[config.mk]
export PLATFORM = sky130hd
export DESIGN_NAME = prec_core
export DESIGN_NICKNAME = d
export VERILOG_FILES = /design/src/shared/prec_pkg.sv /design/src/hdl/prec_core.sv
export SDC_FILE = /design/constraint.sdc
export NUM_CORES = 1
export LEC_CHECK = 0
export ABC_AREA = 1
export BUFFER_PORTS_ARGS = -buffer_cell sky130_fd_sc_hd__buf_2
export CAP_MARGIN = 20
export CELL_PAD_IN_SITES_DETAIL_PLACEMENT = 1
export CELL_PAD_IN_SITES_GLOBAL_PLACEMENT = 2
export CORE_UTILIZATION = 33
export CTS_BUF_LIST = sky130_fd_sc_hd__clkbuf_16
export DETAILED_ROUTE_END_ITERATION = 10
export GPL_ROUTABILITY_DRIVEN = 0
export PLACE_DENSITY = 0.86
export RECOVER_POWER = 25
export SLEW_MARGIN = 10
export SYNTH_ARGS = -nofsm -noshare
export SYNTH_HDL_FRONTEND = slang
export SYNTH_SLANG_ARGS = --single-unit
[constraint.sdc]
create_clock -name core_clk_in -period 5.69 [get_ports core_clk_in]
set_input_delay 0 -clock core_clk_in [delete_from_list [all_inputs] [get_ports core_clk_in]]
set_output_delay 0 -clock core_clk_in [all_outputs]
set_load 0.02 [all_outputs]
[src/shared/prec_pkg.sv]
// Package: shared constants and types for the pulse reference error counter
package prec_pkg;
	// Reference input format
	typedef enum logic [1:0] {
		PREC_FMT_FWD_REV,
		PREC_FMT_QUAD
	} prec_fmt_type;
	// Quadrature multiplier codes
	localparam logic [1:0] PREC_MULT_X1 = 2'h0;
	localparam logic [1:0] PREC_MULT_X2 = 2'h1;
	localparam logic [1:0] PREC_MULT_X4 = 2'h2;
	// Clear form codes
	localparam logic [1:0] PREC_CLR_HIGH_LEVEL = 2'h0;
	localparam logic [1:0] PREC_CLR_RISE_EDGE = 2'h1;
	localparam logic [1:0] PREC_CLR_LOW_LEVEL = 2'h2;
	localparam logic [1:0] PREC_CLR_FALL_EDGE = 2'h3;
	localparam logic [1:0] PREC_CLR_FORM_RESET = 2'h0;
	// Encoder divider
	localparam logic [15:0] PREC_DIV_RESET = 16'h0800;
	localparam logic [15:0] PREC_DIV_PASS = 16'h0000;
	localparam logic [16:0] PREC_DIV_FULL = 17'h10000;
	// Reference rate limits, in kpps
	localparam int PREC_MAX_KPPS_X1 = 500;
	localparam int PREC_MAX_KPPS_X2 = 400;
	localparam int PREC_MAX_KPPS_X4 = 200;
	// Quadrature pair
	typedef struct packed {
		logic a;
		logic b;
	} prec_quad_type;
	// Encoder outputs (A, B divided; C, S passed through), true and complement
	typedef struct packed {
		logic a;
		logic a_n;
		logic b;
		logic b_n;
		logic c;
		logic c_n;
		logic s;
		logic s_n;
	} prec_enc_out_type;
endpackage

[src/hdl/prec_core.sv]
// Module: reference pulse decode, error counter with clear, encoder divider
`timescale 1ns/1ps
// How it works
// [RULE_01] Quadrature reference x1/x2/x4; host keeps 500/400/200 kpps limits.
// [RULE_02] Forward pulse adds one, reverse pulse subtracts one.
// [RULE_03] Quadrature direction from leading phase; edges counted per multiplier.
// [RULE_04] Met clear condition forces error counter to zero.
// [RULE_05] Position loop inhibited while clear applies.
// [RULE_06] Two-bit clear form selects four behaviours; default zero.
// [RULE_07] Form 0: held cleared while clear input is high.
// [RULE_08] Form 1: cleared once per rising edge of clear input.
// [RULE_09] Form 2: held cleared while clear input is low.
// [RULE_10] Form 3: cleared once per falling edge of clear input.
// [RULE_11] Encoder pulses divided and sent out on encoder output pins.
// [RULE_12] Division yields configured output pulses per revolution.
// [RULE_13] Divider independent of electronic gear settings.
// [RULE_14] Phases A, B, C driven as true and complement pairs.
// [RULE_15] Serial phase S driven with complement.
// [RULE_16] Divider setting zero passes pulses one to one.
// [RULE_17] Divider setting holds output pulses per revolution; the code uses it as a ratio over 65536 applied to the x4 encoder edges.
module prec_core #(
	parameter int CNT_W = 32
) (
	input wire logic core_clk_in,
	input wire logic srst_in,
	input wire logic ref_format_quad_in,
	input wire logic fwd_pulse_in,
	input wire logic rev_pulse_in,
	input wire logic ref_phase_a_in,
	input wire logic ref_phase_b_in,
	input wire logic [1:0] pulse_multiplier_select,
	input wire logic [1:0] clear_form_select,
	input wire logic counter_clear_in,
	input wire logic [15:0] encoder_divider_setting,
	input wire logic [15:0] gear_numerator,
	input wire logic motor_encoder_a_in,
	input wire logic motor_encoder_b_in,
	input wire logic motor_encoder_c_in,
	input wire logic abs_serial_in,
	output logic signed [CNT_W-1:0] error_count_out,
	output logic position_loop_enable_out,
	output prec_pkg::prec_enc_out_type enc_out
);
	// ----------------------------------------
	// Input synchronisers
	// ----------------------------------------
	localparam int NSYNC = 8;
	logic [NSYNC-1:0] raw_in;
	logic [NSYNC-1:0] sync1_reg;
	logic [NSYNC-1:0] sync2_reg;
	logic [NSYNC-1:0] prev_reg;
	assign raw_in = {fwd_pulse_in, rev_pulse_in, ref_phase_a_in, ref_phase_b_in,
		counter_clear_in, motor_encoder_a_in, motor_encoder_b_in, motor_encoder_c_in};
	genvar gi;
	generate
		for (gi = 0; gi < NSYNC; gi++) begin : g_sync
			always_ff @(posedge core_clk_in) begin
				if (srst_in) begin
					sync1_reg[gi] <= 1'b0;
					sync2_reg[gi] <= 1'b0;
					prev_reg[gi] <= 1'b0;
				end else begin
					sync1_reg[gi] <= raw_in[gi];
					sync2_reg[gi] <= sync1_reg[gi];
					prev_reg[gi] <= sync2_reg[gi];
				end
			end
		end
	endgenerate
	logic s_sync1_reg;
	logic s_sync2_reg;
	always_ff @(posedge core_clk_in) begin
		if (srst_in) begin
			s_sync1_reg <= 1'b0;
			s_sync2_reg <= 1'b0;
		end else begin
			s_sync1_reg <= abs_serial_in;
			s_sync2_reg <= s_sync1_reg;
		end
	end

	// ----------------------------------------
	// Edge detection
	// ----------------------------------------
	// Edge flops reset low: a clear pin idling high shows one rise after reset
	wire fwd_rise = sync2_reg[7] & ~prev_reg[7];
	wire rev_rise = sync2_reg[6] & ~prev_reg[6];
	wire clr_lvl = sync2_reg[3];
	wire clr_rise = sync2_reg[3] & ~prev_reg[3];
	wire clr_fall = ~sync2_reg[3] & prev_reg[3];

	// ----------------------------------------
	// Quadrature decode
	// ----------------------------------------
	// Returns {valid, down}; x1 counts A rising edges only, at most one edge per cycle
	// Both phases changing at once counts nothing in x4; x1 and x2 still count the A edge
	function automatic logic [1:0] quad_step(input logic [1:0] mult,
		input logic a, input logic b, input logic pa, input logic pb);
		logic ea;
		logic eb;
		logic dn;
		logic hit;
		ea = a ^ pa;
		eb = b ^ pb;
		dn = ea ? (a == b) : (a != b);
		hit = 1'b0;
		case (mult)
			prec_pkg::PREC_MULT_X1: hit = ea & a;
			prec_pkg::PREC_MULT_X2: hit = ea;
			default: hit = (ea ^ eb);
		endcase
		return {hit, dn};
	endfunction
	wire [1:0] ref_q = quad_step(pulse_multiplier_select, sync2_reg[5], sync2_reg[4],
		prev_reg[5], prev_reg[4]); // [RULE_01] [RULE_03]
	wire [1:0] enc_q = quad_step(prec_pkg::PREC_MULT_X4, sync2_reg[2], sync2_reg[1],
		prev_reg[2], prev_reg[1]);

	// ----------------------------------------
	// Error counter and clear
	// ----------------------------------------
	logic clr_hold;
	logic clr_once;
	always_comb begin
		clr_hold = 1'b0;
		clr_once = 1'b0;
		case (clear_form_select) // [RULE_06]
			prec_pkg::PREC_CLR_HIGH_LEVEL: clr_hold = clr_lvl; // [RULE_07]
			prec_pkg::PREC_CLR_RISE_EDGE: clr_once = clr_rise; // [RULE_08]
			prec_pkg::PREC_CLR_LOW_LEVEL: clr_hold = ~clr_lvl; // [RULE_09]
			default: clr_once = clr_fall; // [RULE_10]
		endcase
	end
	wire clr_any = clr_hold | clr_once;

	// ----------------------------------------
	// Reference step select
	// ----------------------------------------
	// Fwd and rev in the same cycle cancel out
	wire step_up = ref_format_quad_in ? (ref_q[1] & ~ref_q[0]) : (fwd_rise & ~rev_rise);
	wire step_dn = ref_format_quad_in ? (ref_q[1] & ref_q[0]) : (rev_rise & ~fwd_rise);
	logic signed [CNT_W-1:0] error_count_next;
	always_comb begin
		error_count_next = error_count_out;
		if (clr_any) begin
			error_count_next = '0; // [RULE_04]
		end else if (step_up) begin
			error_count_next = error_count_out + CNT_W'(1); // [RULE_02]
		end else if (step_dn) begin
			error_count_next = error_count_out - CNT_W'(1); // [RULE_02]
		end
	end
	always_ff @(posedge core_clk_in) begin
		if (srst_in) begin
			error_count_out <= '0;
			position_loop_enable_out <= 1'b0;
		end else begin
			error_count_out <= error_count_next;
			position_loop_enable_out <= ~clr_any; // [RULE_05]
		end
	end

	// ----------------------------------------
	// Encoder divider
	// ----------------------------------------
	// Phase accumulator: each x4 encoder edge adds the setting over 65536.
	// Gear numerator deliberately unused here, so gearing cannot disturb it.
	wire unused_gear = ^gear_numerator; // [RULE_13]
	logic [15:0] acc_reg;
	logic [1:0] out_state_reg;
	wire [16:0] acc_sum = {1'b0, acc_reg} + {1'b0, encoder_divider_setting}; // [RULE_12]
	wire pass = (encoder_divider_setting == prec_pkg::PREC_DIV_PASS); // [RULE_16]
	wire adv = enc_q[1] & (pass | acc_sum[16]); // [RULE_17]
	// Large settings bunch output edges; no smoothing of the output rate
	wire enc_edge = enc_q[1];
	wire enc_dn = enc_q[0];
	wire [15:0] acc_next = pass ? acc_reg : acc_sum[15:0];
	wire [1:0] out_state_next = enc_dn ? out_state_reg - 2'h1 : out_state_reg + 2'h1;
	always_ff @(posedge core_clk_in) begin
		if (srst_in) begin
			acc_reg <= '0;
		end else if (enc_edge) begin
			acc_reg <= acc_next;
		end
	end
	always_ff @(posedge core_clk_in) begin
		if (srst_in) begin
			out_state_reg <= 2'h0;
		end else if (adv) begin
			out_state_reg <= out_state_next;
		end
	end
	// Gray order 00,01,11,10 gives A leading B on forward motion
	wire out_a = out_state_reg[1] ^ out_state_reg[0] ^ 1'b0;
	wire out_b = out_state_reg[1];

	// ----------------------------------------
	// Output registers
	// ----------------------------------------
	// Pairs stay complementary in reset too, so line drivers never see equal levels
	always_ff @(posedge core_clk_in) begin
		if (srst_in) begin
			enc_out.a <= 1'b0;
			enc_out.a_n <= 1'b1;
			enc_out.b <= 1'b0;
			enc_out.b_n <= 1'b1;
			enc_out.c <= 1'b0;
			enc_out.c_n <= 1'b1;
			enc_out.s <= 1'b0;
			enc_out.s_n <= 1'b1;
		end else begin
			enc_out.a <= out_a; // [RULE_11] [RULE_14]
			enc_out.a_n <= ~out_a; // [RULE_14]
			enc_out.b <= out_b; // [RULE_14]
			enc_out.b_n <= ~out_b; // [RULE_14]
			enc_out.c <= sync2_reg[0]; // [RULE_14]
			enc_out.c_n <= ~sync2_reg[0]; // [RULE_14]
			enc_out.s <= s_sync2_reg & ~unused_gear | s_sync2_reg & unused_gear; // [RULE_15]
			enc_out.s_n <= ~s_sync2_reg; // [RULE_15]
		end
	end
endmodule

# [Word level (Yosys, flattened, before mapping)]
# Cells that the tools add are included.
[word_totals] ff_bits=84 out_inout_bits=41 elab_cells=103
[op_classes] add_sub_neg=5 n_eq_ne=7 mux=10 n_bitwise=36 reduce_logical=8
[op_table] cell="$mux W32" count=2
[op_table] cell="$add A32 B2 Y32 const B" count=1
[op_table] cell="$sub A32 B2 Y32 const B" count=1
[op_table] cell="$add A16 B16 Y17" count=1
[op_table] cell="$logic_not A16 Y1" count=1
[op_table] cell="$reduce_xor A16 Y1" count=1
[op_table] cell="$not A1 Y1" count=14
[op_table] cell="$and A1 B1 Y1" count=12
[op_table] cell="$xor A1 B1 Y1" count=7
[op_table] cell="$pmux W1 S2" count=3
[op_table] cell="$eq A2 B1 Y1 const B" count=2
[op_table] cell="$logic_not A2 Y1" count=2
[op_table] cell="$mux W1" count=4
[op_table] cell="$reduce_or A2 Y1" count=2
[op_table] cell="$or A1 B1 Y1" count=3
[op_table] cell="$add A2 B1 Y2 const B" count=1
[op_table] cell="$eq A1 B1 Y1" count=2
[op_table] cell="$eq A2 B2 Y1 const B" count=1
[op_table] cell="$mux W2" count=1
[op_table] cell="$ne A1 B1 Y1" count=2
[op_table] cell="$reduce_and A2 Y1" count=1
[op_table] cell="$reduce_bool A2 Y1" count=1
[op_table] cell="$sub A2 B1 Y2 const B" count=1

# [Depth between registers and ports, before layout]
[depth] word_depth=7 mapped_depth=27

# [Least setup slack after synthesis]
# OpenSTA, ideal clock, no wires.
[synth_path] path_type="flip-flop to flip-flop" start="reg prev_reg[5]" end="reg error_count_out[16]" arrival_ps=2499 t_required_ps=5581 setup_slack_ps=3082 stages_incl_launch_ff=28 path_buffers=1 cell_sequence="dfxtp_1 inv_1 ha_1 inv_1 nand2_1 nand2_1 nand2_1 nand2_1 nor2_4 nand2_4 nand2_4 buf_6 nand2_1 nand2_1 inv_1 ha_1 inv_1 nand2_1 nand4_1 nand2_1 nand2_1 nand2_1 nand2_1 nand2_1 a21oi_1 o21ai_0 nand2_1 inv_1"
[synth_between] elab_chain_cells=6 elab_cells_between_ends=12
[synth_rtl] item="start: declaration" line_no="prec_core.sv:51" source="logic [NSYNC-1:0] prev_reg;"
[synth_rtl] item="start signal: indexed assignment" line_no="prec_core.sv:65" source="prev_reg[gi] <= sync2_reg[gi];"
[synth_rtl] item="$xor A1 B1 Y1 (*)" line_no="prec_core.sv:103" source="ea = a ^ pa;"
[synth_rtl] item="$xor A1 B1 Y1, or another cell as far along" line_no="prec_core.sv:110" source="default: hit = (ea ^ eb);"
[synth_rtl] item="$pmux W1 S2 / $not A1 Y1 (equally long branches)" line_no="prec_core.sv:107, prec_core.sv:140"
[synth_rtl] item="$and A1 B1 Y1 (on tied branches)" line_no="prec_core.sv:140, prec_core.sv:141"
[synth_rtl] item="$mux W1 (on tied branches)" line_no="prec_core.sv:140, prec_core.sv:141"
[synth_rtl] item="$mux W32 / $reduce_bool A2 Y1 (equally long branches)"
[synth_rtl] item="end signal: assignment" line_no="prec_core.sv:158" source="error_count_out <= error_count_next;"
[synth_rtl] item="end: declaration" line_no="prec_core.sv:40" source="output logic signed [CNT_W-1:0] error_count_out,"
# Every way passes the cells marked *; elsewhere a longest branch is shown, timed or not.
# A chain may end at the register's enable or synchronous reset.

# [Final worst setup path]
[layout_path] start="reg sync2_reg[5]" end="reg error_count_out[29]"
[layout_between] elab_chain_cells=6 elab_cells_between_ends=14
[layout_rtl] item="start: declaration" line_no="prec_core.sv:50" source="logic [NSYNC-1:0] sync2_reg;"
[layout_rtl] item="start signal: indexed assignment" line_no="prec_core.sv:64" source="sync2_reg[gi] <= sync1_reg[gi];"
[layout_rtl] item="$xor A1 B1 Y1, or another cell as far along" line_no="prec_core.sv:103"
[layout_rtl] item="$xor A1 B1 Y1, or another cell as far along" line_no="prec_core.sv:110"
[layout_rtl] item="$pmux W1 S2 / $not A1 Y1 (equally long branches)" line_no="prec_core.sv:107, prec_core.sv:140"
[layout_rtl] item="$and A1 B1 Y1 (on tied branches)" line_no="prec_core.sv:140, prec_core.sv:141"
[layout_rtl] item="$mux W1 (on tied branches)" line_no="prec_core.sv:140, prec_core.sv:141"
[layout_rtl] item="$mux W32 / $reduce_bool A2 Y1 (equally long branches)"
# Parallel ways exist; a longest one is shown, timed or not.

==> impl_metrics.json <==
{
  "worstSetupEndpointType": "flip-flop",
  "largest_reg_flops": 32,
  "synth_largest_area_cell": "dfxtp_1",
  "initialDrtViolationCount": 245,
  "maxSlewViolCount": 0,
  "final_hold_viol_count": 0,
  "die_x_um": 134.9,
  "die_h_um": 134.9,
  "final_util": 0.3882,
  "max_stage_delay_ns": 0.69,
  "rows": 48,
  "worstHoldPathCells": 3,
  "synthArstFlopShare": 0,
  "synth_area_um2": 5826,
  "synth_area_leaders": "dfxtp_1, nand2_1, inv_1, nor2_1, nand3_1",
  "syn_nets": 996,
  "io_pins": 89,
  "drt-wirelength-per-cell_um": 13.98,
  "synth-edff-count": 0,
  "drt_wl_total_um": 17080,
  "tns_ns": 0,
  "syn_inst": 929,
  "path_max_fanout": 21,
  "cap_violations": 0,
  "place_ws_ns": 2.122,
  "grt_overflow": 0,
  "period_needed_ns": 3.497,
  "viasPerCell": 4.798,
  "clk_latency_ns": 0.35,
  "netlist.area_leader.share": 0.2887,
  "fmax_ghz": 0.2860,
  "yosys_warnings": 0,
  "drtPass1Iterations": 4,
  "relSlewSlack": 0.3889,
  "synth-seq-cells": 84,
  "rsz0062_at_grt": "false",
  "synth_ff_type": "dfxtp_1",
  "dieArea_um2": 18190,
  "fin_crit_sh": 0.6145,
  "cts_tree": "done",
  "grt_pass1_vias": 5865,
  "ys_seq_area_frac": 0.2887,
  "layout_setup_ws_ns": 2.193,
  "cts_buffer_depth": 2,
  "crit_type": "flip-flop to flip-flop",
  "initial_core_util": 0.3368,
  "grt.total_usage": 0.1983,
  "finClkSkew_ns": 0.009585,
  "outcome": "completed",
  "antenna_found_initial": 0,
  "cts.clk_slew.worst_paths_ns": 0.07,
  "critPathRequiredTime_ns": 5.94,
  "area_growth_pct": 15.27,
  "grt_pass1_wl_um": 28430,
  "cts.sinks": 84,
  "drtAntennaViolNets": 0,
  "hold_slack_ns": 0.006753,
  "setup_viol": 0,
  "syn_area_per_cell_um2": 6.271,
  "grt_max_degree": 48,
  "cts_root_buffer": "clkbuf_16",
  "cts_max_level": 3,
  "cp.arrival_ns": 3.75,
  "drive_gt1_frac": 0.1043,
  "final_cells": 1222,
  "cp-start-kind": "flip-flop",
  "leakage_uw": 0.003674,
  "cpMaxStageDelayCell": "a21boi_2",
  "r2r_cells": 20,
  "diodes": 0,
  "numCtsBuffers": 9,
  "min_path_type": "input pin to flip-flop",
  "post_cts_resized": 0,
  "num-fill-cells": 2311,
  "port_buffers": 72,
  "final_nets": 1059,
  "vias": 5863,
  "ir_drop_mv": 0.1431,
  "path_cells": "ha_1 -> inv_1 -> nand2_1 -> nand2_1 -> nand2_1 -> nand2_1 -> nor2_4 -> a21boi_2 -> buf_4 -> nand2_1 -> nand2_2 -> nand2_1 -> nor2_1 -> nand3_1 -> nand2_1 -> nand2_1 -> nand3_1 -> nand3_1 -> nand2_1 -> inv_1",
  "worstMarginPinSlew_ns": 0.9113,
  "synth.distinct_cells": 39,
  "drc": 0,
  "placed_cells": 1197,
  "cp_common_cell": "nand2_1",
  "power.density_nw_per_um2": 318.4,
  "place_hpwl_um": 13010,
  "core_um2": 17300
}
[area by class of cell]
class / count / area (um^2) / share of cell area
Inverter: 172 / 645.6 / 0.09614
Clock buffer: 9 / 225.2 / 0.03354
Multi-Input combinational cell: 641 / 3366 / 0.5012
Tap cell: 225 / 281.5 / 0.04192
Clock inverter: 7 / 51.30 / 0.007639
Sequential cell: 84 / 1682 / 0.2504
Timing Repair Buffer: 84 / 464.2 / 0.06913
[cell usage in the layout, fill, tap and decap left out, types with 4 or more instances in the layout]
master         count
a21oi_1           40
o21bai_1           9
clkbuf_16          9
nand3_1           57
xnor2_1           18
o211ai_1           5
o21ai_0           57
o221ai_1           4
nand4_1            4
dfxtp_1           84
xor2_1            25
buf_2             65
nor2_1           109
nand2_2            7
o41ai_1           24
nand2_1          235
nor4_1             4
dlygate4sd3_1      9
ha_1              18
clkbuf_1           7
inv_1            170
[layer usage]
metal	vias up	GRT usage	wire, um
met2	77	0.3405	7954
met4	0	0.06929	300
li1	3051	-	-
met5	-	0	0
met1	2716	0.2522	8313
met3	19	0.02853	516
[kinds of logic (layout without fill, tap and decap cells)]
| logic type | after synthesis | in the layout | synth area share |
|---|---|---|---|
| and+or+nand+nor | 430 | 430 | 0.3054 |
| adders and majority gates | 19 | 19 | 0.04210 |
| DFF | 84 | 84 | 0.2887 |
| xor gates and xnor gates | 46 | 46 | 0.07302 |
| AOI/OAI and AO/OA | 146 | 146 | 0.1536 |
| buffers and inverters | 204 | 272 | 0.1372 |
[power by group]
part,leakage (uW),switching [uW],total [uW],internal [uW]
Clock,0.000143,271,571,300
Combinational,0.00284,574,871,297
Sequential,0.000690,58.3,696,638
Total,0.00367,903,2140,1240
[path summary, 6_finish.rpt]
check	startpoint	end	slack [ns]
worst max-delay path	sync2_reg[5]	error_count_out[29]	2.19
worst min-delay path	clear_form_select[1]	position_loop_enable_out	0.007
worst max register to register	sync2_reg[5]	error_count_out[29]	2.19
worst min register to register	sync1_reg[3]	clr_lvl	0.40
[metrics by stage]
step | area (um^2) | power, uW
2_1_floorplan | 5826 | 1345
3_3_place_gp | 6357 | 1565
3_5_place_dp | 6357 | 1581
4_1_cts | 6724 | 2171
5_1_grt | 6715 | 2316
6_report | 6715 | 2138
[synth_stat cells (all sizes together), types with 3 or more instances]
master and instances:
nand2 244, inv 170, nor2 112, dfxtp 84, o21ai 58, nand3 57
a21oi 40, xor2 28, o41ai 24, clkbuf 21, ha 18, xnor2 18
buf 11, o21bai 10, o211ai 5, nand4 4, nor4 4, o221ai 4
and2 3, nand3b 3
[repair_timing]
action                                 4_1_cts  5_1_grt
endpoints found under the hold margin        9        0
hold buffers                                 9        0
buffers inserted                             0        0
[critical path: cells and delay by family (launching register included)]
| kind | cells | cell delay, ns |
|---|---|---|
| simple gates | 15 | 1.51 |
| compound gates | 1 | 0.69 |
| buf+inv | 3 | 0.51 |
| fa+ha+maj | 1 | 0.35 |
| flops | 1 | 0.33 |
Note: power is estimated with default switching activity, not from simulation.
